===== src/pcg_pkg.sv =====
package pcg_pkg;

    // register offsets on the plain register port
    localparam logic [3:0] ADDR_CTRL = 4'h0;
    localparam logic [3:0] ADDR_BW = 4'h1;
    localparam logic [3:0] ADDR_PROG = 4'h2;

    // control register fields
    localparam int CTRL_IRQ_EN_BIT = 7;
    localparam int CTRL_PLL_ON_BIT = 5;
    localparam int CTRL_BCS_BIT = 4;
    localparam int CTRL_SRC_BIT = 0;

    // bandwidth register fields
    localparam int BW_AUTO_BIT = 7;
    localparam int BW_LOCK_BIT = 6;
    localparam int BW_TRACK_BIT = 5;

    // programming register fields: feedback factor high, range factor low
    localparam int PROG_N_LSB = 4;
    localparam int PROG_L_LSB = 0;

    // values after reset
    localparam logic [7:0] PROG_RESET = 8'h00;

    // timing: system clock and nominal vco base
    localparam longint CLK_HZ = 10000000;
    localparam longint NOM_FREQ_HZ = 4915200;
    // the vco model runs this many times slower than the real one
    localparam longint MODEL_SCALE = 64;
    localparam int NCO_BITS = 16;
    localparam logic [15:0] VCO_NOM_INC = 16'((NOM_FREQ_HZ * 65536)
        / (CLK_HZ * MODEL_SCALE));

    // loop filter gains per correction cycle
    localparam logic [15:0] PULL_GAIN = 16'h0008;
    localparam logic [15:0] TRK_GAIN = 16'h0001;

    // lock detector: tolerances in feedback edges per window
    localparam logic [7:0] TRK_TOL = 8'h02;
    localparam logic [7:0] UNT_TOL = 8'h04;
    localparam logic [7:0] LOCK_TOL = 8'h01;
    localparam logic [7:0] UNL_TOL = 8'h03;

    // edges of each clock the selector waits before a switch-over
    localparam logic [1:0] HOLD_EDGES = 2'h3;

    typedef struct packed {
        logic irq_en;
        logic pll_on;
        logic bcs;
    } pcg_ctrl_t;

    typedef struct packed {
        logic auto_bw;
        logic track;
    } pcg_bw_t;

    typedef enum logic [0:0] {
        SEL_RUN = 1'b0,
        SEL_HOLD = 1'b1
    } pcg_sel_state_t;

endpackage


===== src/pcg_core.sv =====
// Implementation choices: the placing of the registers and strobed register access.
`timescale 1ns/1ns
module pcg_core #(
    parameter int LOCK_WINDOW = 16
)(
    input wire logic clk_sys,
    input wire logic rst,
    input wire logic oscillator_enable_from_sysint,
    input wire logic crystal_amp_input,
    output logic crystal_amp_output,
    output logic crystal_clock,
    output logic pll_reference_clock,
    output logic base_clock_out,
    output logic [15:0] filter_cap_node,
    output logic lock_change_req,
    input wire logic [3:0] reg_addr,
    input wire logic [7:0] reg_wdata,
    input wire logic reg_wr,
    input wire logic reg_rd,
    output logic [7:0] reg_rdata
);
    logic [2:0] xsync;
    logic xlevel;
    logic xtal_tick;
    pcg_pkg::pcg_ctrl_t ctrl;
    pcg_pkg::pcg_bw_t bw;
    logic [7:0] prog;
    logic lock;
    logic pll_run;
    logic [15:0] nco;
    logic [16:0] nco_sum;
    logic vco_tick;
    logic fb_tick;
    logic pd_up;
    logic pd_dn;
    logic signed [16:0] trim;
    logic [16:0] rate;
    logic [7:0] win_cnt;
    logic [7:0] fb_cnt;
    logic [7:0] freq_err;
    logic win_end;
    pcg_pkg::pcg_sel_state_t sel_state;
    logic src_vco;
    logic target_vco;
    logic [1:0] hold_x;
    logic [1:0] hold_v;
    logic wr_ctrl;
    pcg_pkg::pcg_ctrl_t wctrl;

    // crystal pin: three stages, a change counts once stages two and three agree
    always_ff @(posedge clk_sys)
    begin
        if (rst)
        begin
            xsync <= 3'h0;
            xlevel <= 1'b0;
        end
        else
        begin
            xsync <= {xsync[1:0], crystal_amp_input};
            if (xsync[1] == xsync[2])
                xlevel <= xsync[2];
        end
    end

    assign xtal_tick = oscillator_enable_from_sysint && xsync[1] == xsync[2]
        && xsync[2] && !xlevel;

    // amplifier and crystal clock outputs, dark while the oscillator is off
    always_ff @(posedge clk_sys)
    begin
        if (rst)
        begin
            crystal_amp_output <= 1'b0;
            crystal_clock <= 1'b0;
            pll_reference_clock <= 1'b0;
        end
        else
        begin
            crystal_amp_output <= oscillator_enable_from_sysint
                && !xlevel;
            crystal_clock <= oscillator_enable_from_sysint && xlevel;
            pll_reference_clock <= crystal_clock;
        end
    end

    // range factor zero keeps the whole loop idle
    assign pll_run = ctrl.pll_on && prog[3:0] != 4'h0;

    // control register; pll and source may not change in one write
    assign wr_ctrl = reg_wr && reg_addr == pcg_pkg::ADDR_CTRL;
    assign wctrl = {reg_wdata[pcg_pkg::CTRL_IRQ_EN_BIT],
        reg_wdata[pcg_pkg::CTRL_PLL_ON_BIT], reg_wdata[pcg_pkg::CTRL_BCS_BIT]};
    always_ff @(posedge clk_sys)
    begin
        if (rst)
        begin
            ctrl <= '0;
        end
        else if (wr_ctrl)
        begin
            ctrl.irq_en <= wctrl.irq_en;
            // pll can only be stopped while the crystal is selected
            if (wctrl.bcs == ctrl.bcs && (wctrl.pll_on || !ctrl.bcs))
                ctrl.pll_on <= wctrl.pll_on;
            // vco selectable only with the pll already on and L nonzero
            if (wctrl.pll_on == ctrl.pll_on
                && (!wctrl.bcs || pll_run))
                ctrl.bcs <= wctrl.bcs;
        end
        else if (!pll_run)
        begin
            ctrl.bcs <= 1'b0;
        end
    end

    // programming register: N high nibble, L low nibble
    always_ff @(posedge clk_sys)
    begin
        if (rst)
            prog <= pcg_pkg::PROG_RESET;
        else if (reg_wr && reg_addr == pcg_pkg::ADDR_PROG)
            prog <= reg_wdata;
    end

    // numerically controlled vco: centre is L times the nominal base step
    assign rate = (trim + $signed({1'b0, 16'(prog[3:0]
        * pcg_pkg::VCO_NOM_INC)})) < 0 ? 17'h0 :
        17'(trim + $signed({1'b0, 16'(prog[3:0]
        * pcg_pkg::VCO_NOM_INC)}));
    assign nco_sum = {1'b0, nco} + {1'b0, rate[15:0]};
    always_ff @(posedge clk_sys)
    begin
        if (rst || !pll_run)
        begin
            nco <= 16'h0;
            vco_tick <= 1'b0;
        end
        else
        begin
            nco <= nco_sum[15:0];
            vco_tick <= nco_sum[16] || rate[16];
        end
    end

    pcg_mod_div #(.WIDTH(4)) u_fb_div (
        .clk_sys(clk_sys),
        .rst(rst),
        .tick_in(vco_tick),
        .factor(prog[7:4]),
        .tick_out(fb_tick)
    );

    // phase detector: reference edge first means up, feedback first down
    always_ff @(posedge clk_sys)
    begin
        if (rst || !pll_run)
        begin
            pd_up <= 1'b0;
            pd_dn <= 1'b0;
        end
        else if ((pd_up || xtal_tick) && (pd_dn || fb_tick))
        begin
            pd_up <= 1'b0;
            pd_dn <= 1'b0;
        end
        else
        begin
            pd_up <= pd_up || xtal_tick;
            pd_dn <= pd_dn || fb_tick;
        end
    end

    // loop filter: width of the pulse sets the step count, mode the size
    always_ff @(posedge clk_sys)
    begin
        if (rst || !pll_run)
            trim <= 17'sh0;
        else if (pd_up)
            trim <= trim + $signed({1'b0, bw.track ? pcg_pkg::TRK_GAIN
                : pcg_pkg::PULL_GAIN});
        else if (pd_dn)
            trim <= trim - $signed({1'b0, bw.track ? pcg_pkg::TRK_GAIN
                : pcg_pkg::PULL_GAIN});
    end

    always_ff @(posedge clk_sys)
    begin
        if (rst)
            filter_cap_node <= 16'h0;
        else
            filter_cap_node <= rate[15:0];
    end

    // lock detector paced by reference edges
    assign win_end = xtal_tick && win_cnt == 8'(LOCK_WINDOW - 1);
    assign freq_err = fb_cnt > 8'(LOCK_WINDOW) ? fb_cnt - 8'(LOCK_WINDOW)
        : 8'(LOCK_WINDOW) - fb_cnt;
    always_ff @(posedge clk_sys)
    begin
        if (rst || !pll_run)
        begin
            win_cnt <= 8'h0;
            fb_cnt <= 8'h0;
        end
        else
        begin
            if (xtal_tick)
                win_cnt <= win_end ? 8'h0 : win_cnt + 8'h1;
            if (win_end)
                fb_cnt <= {7'h0, fb_tick};
            else if (fb_tick && fb_cnt != 8'hff)
                fb_cnt <= fb_cnt + 8'h1;
        end
    end

    // filter mode: detector in automatic mode, software in manual mode
    always_ff @(posedge clk_sys)
    begin
        if (rst)
        begin
            bw <= '0;
        end
        else
        begin
            if (reg_wr && reg_addr == pcg_pkg::ADDR_BW)
                bw.auto_bw <= reg_wdata[pcg_pkg::BW_AUTO_BIT];
            if (!pll_run)
                bw.track <= 1'b0;
            else if (bw.auto_bw)
            begin
                if (win_end && freq_err <= pcg_pkg::TRK_TOL)
                    bw.track <= 1'b1;
                else if (win_end && freq_err > pcg_pkg::UNT_TOL)
                    bw.track <= 1'b0;
            end
            else if (reg_wr && reg_addr == pcg_pkg::ADDR_BW)
                bw.track <= reg_wdata[pcg_pkg::BW_TRACK_BIT];
        end
    end

    // lock flag with hysteresis; a change at a window end raises a one-cycle request when irq_en is set
    always_ff @(posedge clk_sys)
    begin
        if (rst)
        begin
            lock <= 1'b0;
            lock_change_req <= 1'b0;
        end
        else
        begin
            lock_change_req <= 1'b0;
            if (!pll_run || !bw.auto_bw)
                lock <= 1'b0; // manual mode disables lock reporting
            else if (win_end && !lock && freq_err <= pcg_pkg::LOCK_TOL)
            begin
                lock <= 1'b1;
                lock_change_req <= ctrl.irq_en;
            end
            else if (win_end && lock && freq_err > pcg_pkg::UNL_TOL)
            begin
                lock <= 1'b0;
                lock_change_req <= ctrl.irq_en;
            end
        end
    end

    // base clock selector with glitch-free hold on switch-over
    assign target_vco = ctrl.bcs && pll_run;
    always_ff @(posedge clk_sys)
    begin
        if (rst)
        begin
            sel_state <= pcg_pkg::SEL_RUN;
            src_vco <= 1'b0;
            hold_x <= 2'h0;
            hold_v <= 2'h0;
            base_clock_out <= 1'b0;
        end
        else
        begin
            case (sel_state)
                pcg_pkg::SEL_RUN:
                begin
                    if (src_vco != target_vco)
                    begin
                        sel_state <= pcg_pkg::SEL_HOLD;
                        hold_x <= 2'h0;
                        hold_v <= 2'h0;
                    end
                    else if (src_vco ? vco_tick : xtal_tick)
                        base_clock_out <= !base_clock_out;
                end
                pcg_pkg::SEL_HOLD:
                begin
                    // output frozen; a stopped vco does not stall the wait
                    if (xtal_tick && hold_x != pcg_pkg::HOLD_EDGES)
                        hold_x <= hold_x + 2'h1;
                    if (vco_tick && hold_v != pcg_pkg::HOLD_EDGES)
                        hold_v <= hold_v + 2'h1;
                    if (hold_x == pcg_pkg::HOLD_EDGES
                        && (hold_v == pcg_pkg::HOLD_EDGES || !pll_run))
                    begin
                        src_vco <= target_vco;
                        sel_state <= pcg_pkg::SEL_RUN;
                    end
                end
                default:
                    sel_state <= pcg_pkg::SEL_RUN;
            endcase
        end
    end

    // register read, data valid the cycle after the strobe
    always_ff @(posedge clk_sys)
    begin
        if (rst)
            reg_rdata <= 8'h00;
        else if (reg_rd && reg_addr == pcg_pkg::ADDR_CTRL)
            reg_rdata <= {ctrl.irq_en, 1'b0, ctrl.pll_on, ctrl.bcs,
                3'h0, src_vco};
        else if (reg_rd && reg_addr == pcg_pkg::ADDR_BW)
            reg_rdata <= {bw.auto_bw, lock, bw.track, 5'h00};
        else if (reg_rd && reg_addr == pcg_pkg::ADDR_PROG)
            reg_rdata <= prog;
        else
            reg_rdata <= 8'h00;
    end
endmodule


===== src/pcg_mod_div.sv =====
`timescale 1ns/1ns
// modulo divider: one output pulse per factor input pulses
module pcg_mod_div #(
    parameter int WIDTH = 4
)(
    input wire logic clk_sys,
    input wire logic rst,
    input wire logic tick_in,
    input wire logic [WIDTH-1:0] factor,
    output logic tick_out
);
    logic [WIDTH-1:0] count;
    logic [WIDTH-1:0] limit;

    // a factor of zero counts as one
    assign limit = (factor == '0) ? WIDTH'(1) : factor;

    always_ff @(posedge clk_sys)
    begin
        if (rst)
        begin
            count <= '0;
            tick_out <= 1'b0;
        end
        else
        begin
            tick_out <= 1'b0;
            if (tick_in)
            begin
                if (count >= limit - WIDTH'(1))
                begin
                    count <= '0;
                    tick_out <= 1'b1;
                end
                else
                begin
                    count <= count + WIDTH'(1);
                end
            end
        end
    end
endmodule


===== config.mk =====
export PLATFORM = sky130hd
export DESIGN_NAME = pcg_core
export DESIGN_NICKNAME = d
export VERILOG_FILES = /design/src/pcg_pkg.sv /design/src/pcg_core.sv /design/src/pcg_mod_div.sv
export SDC_FILE = /design/constraint.sdc
export NUM_CORES = 1
export LEC_CHECK = 0
export ABC_AREA = 1
export CAP_MARGIN = 20
export CORE_MARGIN = 2
export CORE_UTILIZATION = 50
export DETAILED_ROUTE_END_ITERATION = 10
export DONT_BUFFER_PORTS = 1
export PLACE_DENSITY_LB_ADDON = 0.12
export SLEW_MARGIN = 5
export SYNTH_ARGS = -nofsm -noshare
export SYNTH_HDL_FRONTEND = slang
export SYNTH_HIERARCHICAL = 1
export SYNTH_SLANG_ARGS = --single-unit

===== constraint.sdc =====
create_clock -name clk_sys -period 6.5 [get_ports clk_sys]
set_clock_uncertainty 0.1 [all_clocks]
set_input_delay 0 -clock clk_sys [delete_from_list [all_inputs] [get_ports clk_sys]]
set_output_delay 0 -clock clk_sys [all_outputs]
set_load 0.1 [all_outputs]

==> out/qor.txt, run 1 <==
FLOORPLANNING
---------------------------------------------------------------------------------
Die outline area ................................................... 0.01604 sq mm
Placeable core region .............................................. 0.01459 sq mm
Width of the chip .................................................. 126.6 microns
Chip height ........................................................ 126.6 microns
Initial core utilization ...........................................       51.54%
Count of boundary I/O pins .........................................           47
Row count ..........................................................           44

DETAILED ROUTING
---------------------------------------------------------------------------------
Number of antenna-violating nets in the routed design ..............            0
DRC violation count after routing ..................................            0
DR vias/cell .......................................................        5.172
Final routed wirelength across all metal layers .................... 16890 microns
First-pass detailed-route iteration total ..........................            5
Routed length per placed instance .................................. 13.41 microns
Total vias in the final route ......................................         6511
DRC marker count from the first detailed-route iteration ...........          456

TIMING
---------------------------------------------------------------------------------
Peak clock frequency supported by timing ...........................   0.1665 GHz
Relative max-transition margin .....................................       33.73%
Pins Over Slew Limit ...............................................            0
Setup repair after global routing missed its margin ................           no
Worst hold margin ..................................................   0.03736 ns
Final Worst Setup Slack ............................................    0.4936 ns
Total count of hold-check failures in the final report .............            0
Final worst path period need .......................................     6.006 ns
Slew at the pin closest to its max-slew limit ......................    0.9926 ns
Total negative slack ...............................................         0 ns
Ratio of final minimum period to clock period ......................       92.41%
Final count of negative-setup-slack endpoints ......................            0

CTS
---------------------------------------------------------------------------------
Cell chosen for the clock root ..................................... sky130_fd_sc_hd__clkbuf_16
Clock-pin transition on the worst setup and hold timing paths ......      0.08 ns
Number of setup buffers added after CTS ............................            0
CTS Buffer Depth ...................................................            2
Clock latency on the worst-skew pair ...............................      0.36 ns
CTS tree ...........................................................         done
Depth of the CTS H-tree ............................................            3
Clock Sink Count ...................................................          110
Num CTS Buffers ....................................................            9

LOGIC SYNTHESIS
---------------------------------------------------------------------------------
Area fraction in compound gates after synthesis ....................       15.01%
Simple-gate share of the synthesized area ..........................       24.76%
Fraction of synthesis flops using an asynchronous set or reset pin .           0%
YS warnings ........................................................            6
Synthesized-area fraction occupied by adder cells ..................       17.00%
Main combinational cell family by area after synthesis ............. simple AND/OR/NAND/NOR gates
Area leader, netlist ............................................... sky130_fd_sc_hd__dfxtp_1
Count of distinct cell types in the synthesized netlist ............           49
Post-synthesis sequential element count ............................          110
Main area contributors after synthesis ............................. sky130_fd_sc_hd__dfxtp_1 29%, sky130_fd_sc_hd__ha_1 14%, sky130_fd_sc_hd__nand2_1 8.5%, sky130_fd_sc_hd__inv_1 7.6%, sky130_fd_sc_hd__nor2_1 6.5%
Multiplexer share of the synthesized area ..........................      0.1331%
Synthesized cell area .............................................. 0.007520 sq mm
Cell count after synthesis .........................................         1046
Mapped Avg Cell Area ...............................................  7.189 sq um
Share of Yosys cell area claimed by the top area cell type .........       29.28%
Fraction of the yosys area taken by sequential cells ...............       29.28%
Post-synthesis net count ...........................................         1159
Number of flops mapped to enable cells by yosys ....................            0
Most common flop cell mapped by yosys .............................. sky130_fd_sc_hd__dfxtp_1
Xor and xnor fraction of the mapped netlist area ...................       4.775%

PLACED DESIGN
---------------------------------------------------------------------------------
Placer's final routability congestion estimate .....................       0.8518
Placed standard-cell area .......................................... 0.007697 sq mm
HPWL after DPL ..................................................... 12960 microns
Port buffer count ..................................................            0
Cell total after placement .........................................         1218
Place WS ...........................................................    0.3179 ns

POWER AND IR DROP
---------------------------------------------------------------------------------
Static leakage .....................................................     3.841 nW
Reported net switching power .......................................    0.3652 mW
Power Dens Cells ................................................... 163.3 mW/mm^2
Power share of the clock group .....................................        41.3%
Combinational share of power .......................................         6.6%
Internal Dissipation ...............................................    0.9863 mW
Fraction of power spent switching nets .............................       27.02%
Peak VDD IR ........................................................    0.1282 mV
Sequential fraction of design power ................................        52.1%

SETUP PATH
---------------------------------------------------------------------------------
Largest fanout on the critical path ................................           28
Kind of end point of the critical path .............................         flop
Setup slack of the most critical reg-to-reg path ...................      0.49 ns
Worst R2R Start ....................................................      prog[1]
Termination of the worst setup path ................................      nco[14]
Critical Path AT ...................................................      6.16 ns
Max stage delay cell, worst path ................................... sky130_fd_sc_hd__fa_2
First element of the critical path .................................      prog[1]
Crit path launch type ..............................................         flop
Worst Reg-to-Reg Cells .............................................           34
R2r endpoint .......................................................      nco[14]
CP max stage delay .................................................      0.62 ns
Critical path class ................................................ flop to flop
Required time at the worst-slack endpoint ..........................      6.65 ns

CELLS AND AREA
---------------------------------------------------------------------------------
Post-route non-filler standard cell count ..........................         1259
Final design area excluding fillers ................................ 0.008275 sq mm
Layout filler cell count ...........................................         1388
Diodes inserted ....................................................            0
Synthesis-to-finish area growth ....................................       10.05%
Share of post-route cells with drive strength above 1 ..............       5.767%
Final layout net count .............................................         1183

RUN
---------------------------------------------------------------------------------
Number of maximum-capacitance constraint violations ................            0

STATUS
---------------------------------------------------------------------------------
Run status ......................................................... complete, no violations

GRT
---------------------------------------------------------------------------------
Largest net degree at the start of global routing ..................           34
Overall global routing resource usage ..............................       21.47%
Via count of the first global-routing pass .........................         5888
Overall overflow remaining after global route ......................            0
Number of antenna violations at the first check in global routing ..            0
Global-route wire length before repair ............................. 28180 microns

HOLD PATH
---------------------------------------------------------------------------------
Worst min path class ............................................... primary input to flop

worst min-delay path by stage:
stage / start / to / slack [ns] / depth (start not counted)
floorplan: crystal_amp_input / xsync[0] / 0.007 / 2
global placement: rst / xsync[2] / -0.03 / 1
detailed placement: rst / xsync[2] / -0.02 / 1
CTS: reg_addr[0] / reg_rdata[6] / 0.009 / 5
global route: reg_addr[0] / reg_rdata[1] / 0.06 / 5
finish: reg_addr[0] / reg_rdata[6] / 0.04 / 5
layout by cell type (no fill, tap or decap), types with 8 or more instances in the layout:
cell type / synthesis / routed
sky130_fd_sc_hd__fa_1: 12 / 11
sky130_fd_sc_hd__dfxtp_1: 110 / 107
sky130_fd_sc_hd__nand4_1: 11 / 11
sky130_fd_sc_hd__ha_1: 83 / 82
sky130_fd_sc_hd__nand3_1: 48 / 48
sky130_fd_sc_hd__inv_2: 8 / 8
sky130_fd_sc_hd__inv_1: 153 / 153
sky130_fd_sc_hd__dlygate4sd3_1: 0 / 24
sky130_fd_sc_hd__nor2_1: 130 / 130
sky130_fd_sc_hd__a21oi_1: 95 / 95
sky130_fd_sc_hd__nor3_1: 26 / 26
sky130_fd_sc_hd__o21ai_0: 62 / 60
sky130_fd_sc_hd__xor2_1: 31 / 31
sky130_fd_sc_hd__clkbuf_16: 0 / 9
sky130_fd_sc_hd__xnor2_1: 10 / 10
sky130_fd_sc_hd__nand2_1: 170 / 170
power groups by stage:
stage          combinational (mW)  sequential, mW  clock [mW]
2_1_floorplan              0.0597           0.720           0
3_3_place_gp               0.0726           0.720           0
3_5_place_dp               0.0730           0.721           0
4_1_cts                    0.0879           0.705       0.577
5_1_grt                    0.0999           0.705       0.610
6_report                   0.0888           0.704       0.559
metal layers:
layer	vias up	track usage (%)	share of wire (%)
met5	-	0	0
met4	0	4.848	0.69
met3	6	3.332	4.1
met2	135	32.71	43
met1	2888	32.01	52
li1	3482	-	-
cell type report:
class | count | area [sq um] | area share [%]
sequential | 110 | 2208 | 26.69
inverter | 161 | 604.3 | 7.303
timing repair buffer | 28 | 282.8 | 3.417
multi-input combinational | 760 | 4651 | 56.20
clock buffer | 9 | 225.2 | 2.721
clock inverter | 7 | 73.82 | 0.8920
tap | 184 | 230.2 | 2.782
logic make-up after synthesis:
logic type	after synthesis
compound gates	204
simple gates	419
fa+ha+maj	95
xor+xnor	41
mux	1
flops	110
buf+inv	176
metrics by stage:
| stage | util (%) | total power [mW] |
|---|---|---|
| 2_1_floorplan | - | 0.7792 |
| 3_3_place_gp | 52.76 | 0.7930 |
| 3_5_place_dp | 52.76 | 0.7935 |
| 4_1_cts | 56.60 | 1.369 |
| 5_1_grt | 56.72 | 1.415 |
| 6_report | 56.72 | 1.351 |
synth_stat cells (all sizes together), types with 5 or more instances:
cell type	count
a21o	7
a21oi	95
buf	5
clkbuf	10
dfxtp	110
fa	12
ha	83
inv	161
nand2	173
nand3	48
nand4	12
nor2	136
nor3	34
o211ai	6
o21ai	70
or2	7
xnor2	10
xor2	31
critical path, delay by kind of cell (launching register included):
kind,cells,cell delay (ns)
simple gates,15,1.57
fa+ha+maj,6,2.32
buf+inv,5,0.33
compound gates,7,1.04
xor+xnor,1,0.15
flops,1,0.39
state kept, by name, summed over array words and instances (netlist names), 2 cells and up:
signal / count
filter_cap_node: 16
trim: 17
prog: 8
xsync: 3
u_fb_div/count: 4
win_cnt: 8
bw: 2
fb_cnt: 8
reg_rdata: 8
nco: 16
ctrl: 3
hold_x: 2
hold_v: 2
timing repair:
item,in CTS,in global routing
hold buffers,25,0
endpoints found under the setup margin,0,5
gates resized for setup,0,10
hold endpoints to repair,71,0
Power figures use the tool's default switching activity.
==> inputs of run 2 (changes only) <==
==> constraint.sdc (replaced) <==
create_clock -name clk_sys -period 6.25 [get_ports clk_sys]
set_clock_uncertainty 0.1 [all_clocks]
set_input_delay 0 -clock clk_sys [delete_from_list [all_inputs] [get_ports clk_sys]]
set_output_delay 0 -clock clk_sys [all_outputs]
set_load 0.1 [all_outputs]
==> out/qor.txt, run 2 (synthesized netlist as in run 1, its figures left out) <==
DETAILED ROUTING
----------------------------------------------------------------------------------
Total vias in the final route .......................................         6589
Final routed wirelength across all metal layers ..................... 16920 microns
DR vias/cell ........................................................        5.221
DRC violation count after routing ...................................            0
Number of antenna-violating nets in the routed design ...............            0
First-pass detailed-route iteration total ...........................            5
Routed length per placed instance ................................... 13.41 microns
DRC marker count from the first detailed-route iteration ............          328

SETUP PATH
----------------------------------------------------------------------------------
Max stage delay cell, worst path .................................... sky130_fd_sc_hd__fa_2
Stages on worst setup path ..........................................           29
CP top delay family .................................................  adder cells
Setup slack of the most critical reg-to-reg path ....................      0.46 ns
Required time at the worst-slack endpoint ...........................      6.41 ns
Largest fanout on the critical path .................................           19
Crit path launch type ...............................................         flop
Buffer and inverter count on the worst path .........................            5
Worst Reg-to-Reg Cells ..............................................           29
First element of the critical path ..................................      prog[1]
Critical path class ................................................. flop to flop
R2r endpoint ........................................................     vco_tick
Kind of end point of the critical path ..............................         flop
CP max stage delay ..................................................      0.62 ns
Worst R2R Start .....................................................      prog[1]
Critical Path AT ....................................................      5.95 ns

CTS
----------------------------------------------------------------------------------
CTS Buffer Depth ....................................................            2
Depth of the CTS H-tree .............................................            3
CTS tree ............................................................         done
Clock-pin transition on the worst setup and hold timing paths .......      0.08 ns
Clock latency on the worst-skew pair ................................      0.36 ns
Clock Sink Count ....................................................          110
Num CTS Buffers .....................................................            9
Cell chosen for the clock root ...................................... sky130_fd_sc_hd__clkbuf_16

CELLS AND AREA
----------------------------------------------------------------------------------
Regs by FF count .................................................... trim: 17 flops, filter_cap_node: 16 flops, nco: 16 flops
Final layout net count ..............................................         1186
Diodes inserted .....................................................            0
Sequential Area ..................................................... 0.002207 sq mm
Largest register by flop count ......................................         trim
Share of post-route cells with drive strength above 1 ...............       6.957%
Area of the multi-input gates ....................................... 0.004706 sq mm
Final design area excluding fillers ................................. 0.008368 sq mm
Layout filler cell count ............................................         1386
Flip-flop count of the largest register, all copies and words added .           17
Synthesis-to-finish area growth .....................................       11.28%
Commonest cells after routing, fill and taps aside .................. 170 x sky130_fd_sc_hd__nand2_1, 153 x sky130_fd_sc_hd__inv_1, 129 x sky130_fd_sc_hd__nor2_1, 106 x sky130_fd_sc_hd__dfxtp_1, 92 x sky130_fd_sc_hd__a21oi_1
Utilization after layout ............................................       57.36%
Most common cell after layout, fill and taps aside .................. sky130_fd_sc_hd__nand2_1

POWER AND IR DROP
----------------------------------------------------------------------------------
Peak VDD IR .........................................................    0.1561 mV
Final Power .........................................................     1.434 mW
Sequential fraction of design power .................................        51.1%
Static leakage ......................................................     3.865 nW
Power Dens Cells .................................................... 171.4 mW/mm^2
Combinational share of power ........................................         6.6%
Fraction of power spent switching nets ..............................       25.26%
Internal Dissipation ................................................     1.072 mW
Reported net switching power ........................................    0.3623 mW
Power share of the clock group ......................................        42.3%

GRT
----------------------------------------------------------------------------------
Largest net degree at the start of global routing ...................           34
Overall overflow remaining after global route .......................            0
Number of antenna violations at the first check in global routing ...            0
Global-route wire length before repair .............................. 28210 microns
Overall global routing resource usage ...............................       21.45%
Via count of the first global-routing pass ..........................         5992

TIMING
----------------------------------------------------------------------------------
Pins Over Slew Limit ................................................            0
Worst hold margin ...................................................   0.03079 ns
Total count of hold-check failures in the final report ..............            0
Setup repair after global routing missed its margin .................           no
Final count of negative-setup-slack endpoints .......................            0
Final worst path period need ........................................     5.791 ns
Relative max-transition margin ......................................       34.17%
Peak clock frequency supported by timing ............................   0.1727 GHz
Slew at the pin closest to its max-slew limit .......................    0.9860 ns
Ratio of final minimum period to clock period .......................       92.65%
Total negative slack ................................................         0 ns

HOLD PATH
----------------------------------------------------------------------------------
Source of the worst hold timing path ................................  reg_addr[1]
Worst min path class ................................................ primary input to flop
Hold-critical path endpoint .........................................      ctrl[2]
Number of instances on the worst hold path ..........................            5

STATUS
----------------------------------------------------------------------------------
Run status .......................................................... complete, no violations

PLACED DESIGN
----------------------------------------------------------------------------------
Placer's final routability congestion estimate ......................       0.9035
Placed standard-cell area ........................................... 0.007712 sq mm
HPWL after DPL ...................................................... 12960 microns
Port buffer count ...................................................            0

RUN
----------------------------------------------------------------------------------
Number of maximum-capacitance constraint violations .................            0

FLOORPLANNING
----------------------------------------------------------------------------------
Count of boundary I/O pins ..........................................           47
Row count ...........................................................           44
Chip height ......................................................... 126.6 microns
Die outline area .................................................... 0.01604 sq mm
Placeable core region ............................................... 0.01459 sq mm
Width of the chip ................................................... 126.6 microns
Initial core utilization ............................................       51.54%

-- run 2: cell types whose count changed in the layout (fill, tap and decap cells not counted), moves of 3 or more --
cell                      before  now
sky130_fd_sc_hd__ha_1         82   79
sky130_fd_sc_hd__a21oi_2       0    3
sky130_fd_sc_hd__buf_4         3    6
sky130_fd_sc_hd__ha_4          0    3
sky130_fd_sc_hd__a21oi_1      95   92
-- run 2: worst max-delay path by stage --
stage | endpoint | slack [ns]
final | vco_tick | 0.46
after global routing | nco[14] | 0.003
after CTS | nco[14] | 0.11
after detailed placement | nco[14] | 0.13
after global placement | nco[14] | 0.29
after floorplan | nco[14] | 0.56
-- run 2: stage by stage --
stage	setup slack, ns	cells
floorplan	0.5624	1046
global placement	0.2883	1220
detailed placement	0.1298	1220
CTS	0.1107	1260
global route	0.002886	1262
finish	0.4592	1262
-- run 2: cell type report --
class,count,share of cell area (%)
inverter,161,7.222
tap,184,2.751
clock buffer,10,2.856
sequential,110,26.38
multi-input combinational,760,56.23
clock inverter,6,0.8971
timing repair buffer,31,3.663
-- run 2: worst reg2reg max path: cells and delay by family (launching register included) --
| kind | cells | cell delay, ns |
|---|---|---|
| xor gates and xnor gates | 1 | 0.23 |
| DFF | 1 | 0.36 |
| and+or+nand+nor | 14 | 1.49 |
| AOI/OAI and AO/OA | 4 | 0.91 |
| adders and majority gates | 5 | 2.11 |
| buffers and inverters | 5 | 0.48 |
-- run 2: power by group through the flow --
stage / clock (mW) / combinational [mW] / sequential (mW)
detailed placement: 0 / 0.0765 / 0.749
global placement: 0 / 0.0764 / 0.749
finish: 0.607 / 0.0947 / 0.733
floorplan: 0 / 0.0621 / 0.748
global route: 0.643 / 0.106 / 0.733
CTS: 0.623 / 0.0918 / 0.732
-- run 2: metal layers --
layer | vias up | wire (microns) | GRT usage (%)
met1 | 2975 | 8888 | 31.13
met2 | 107 | 7196 | 32.81
met3 | 20 | 543 | 3.374
met5 | - | 0 | 0
met4 | 0 | 290 | 6.529
li1 | 3487 | - | -
-- run 2: timing repair --
item | 4_1_cts | 5_1_grt
endpoints found under the hold margin | 72 | 0
gates resized for setup | 0 | 19
setup endpoints to repair | 0 | 11
setup buffers | 0 | 2
hold buffers | 24 | 0
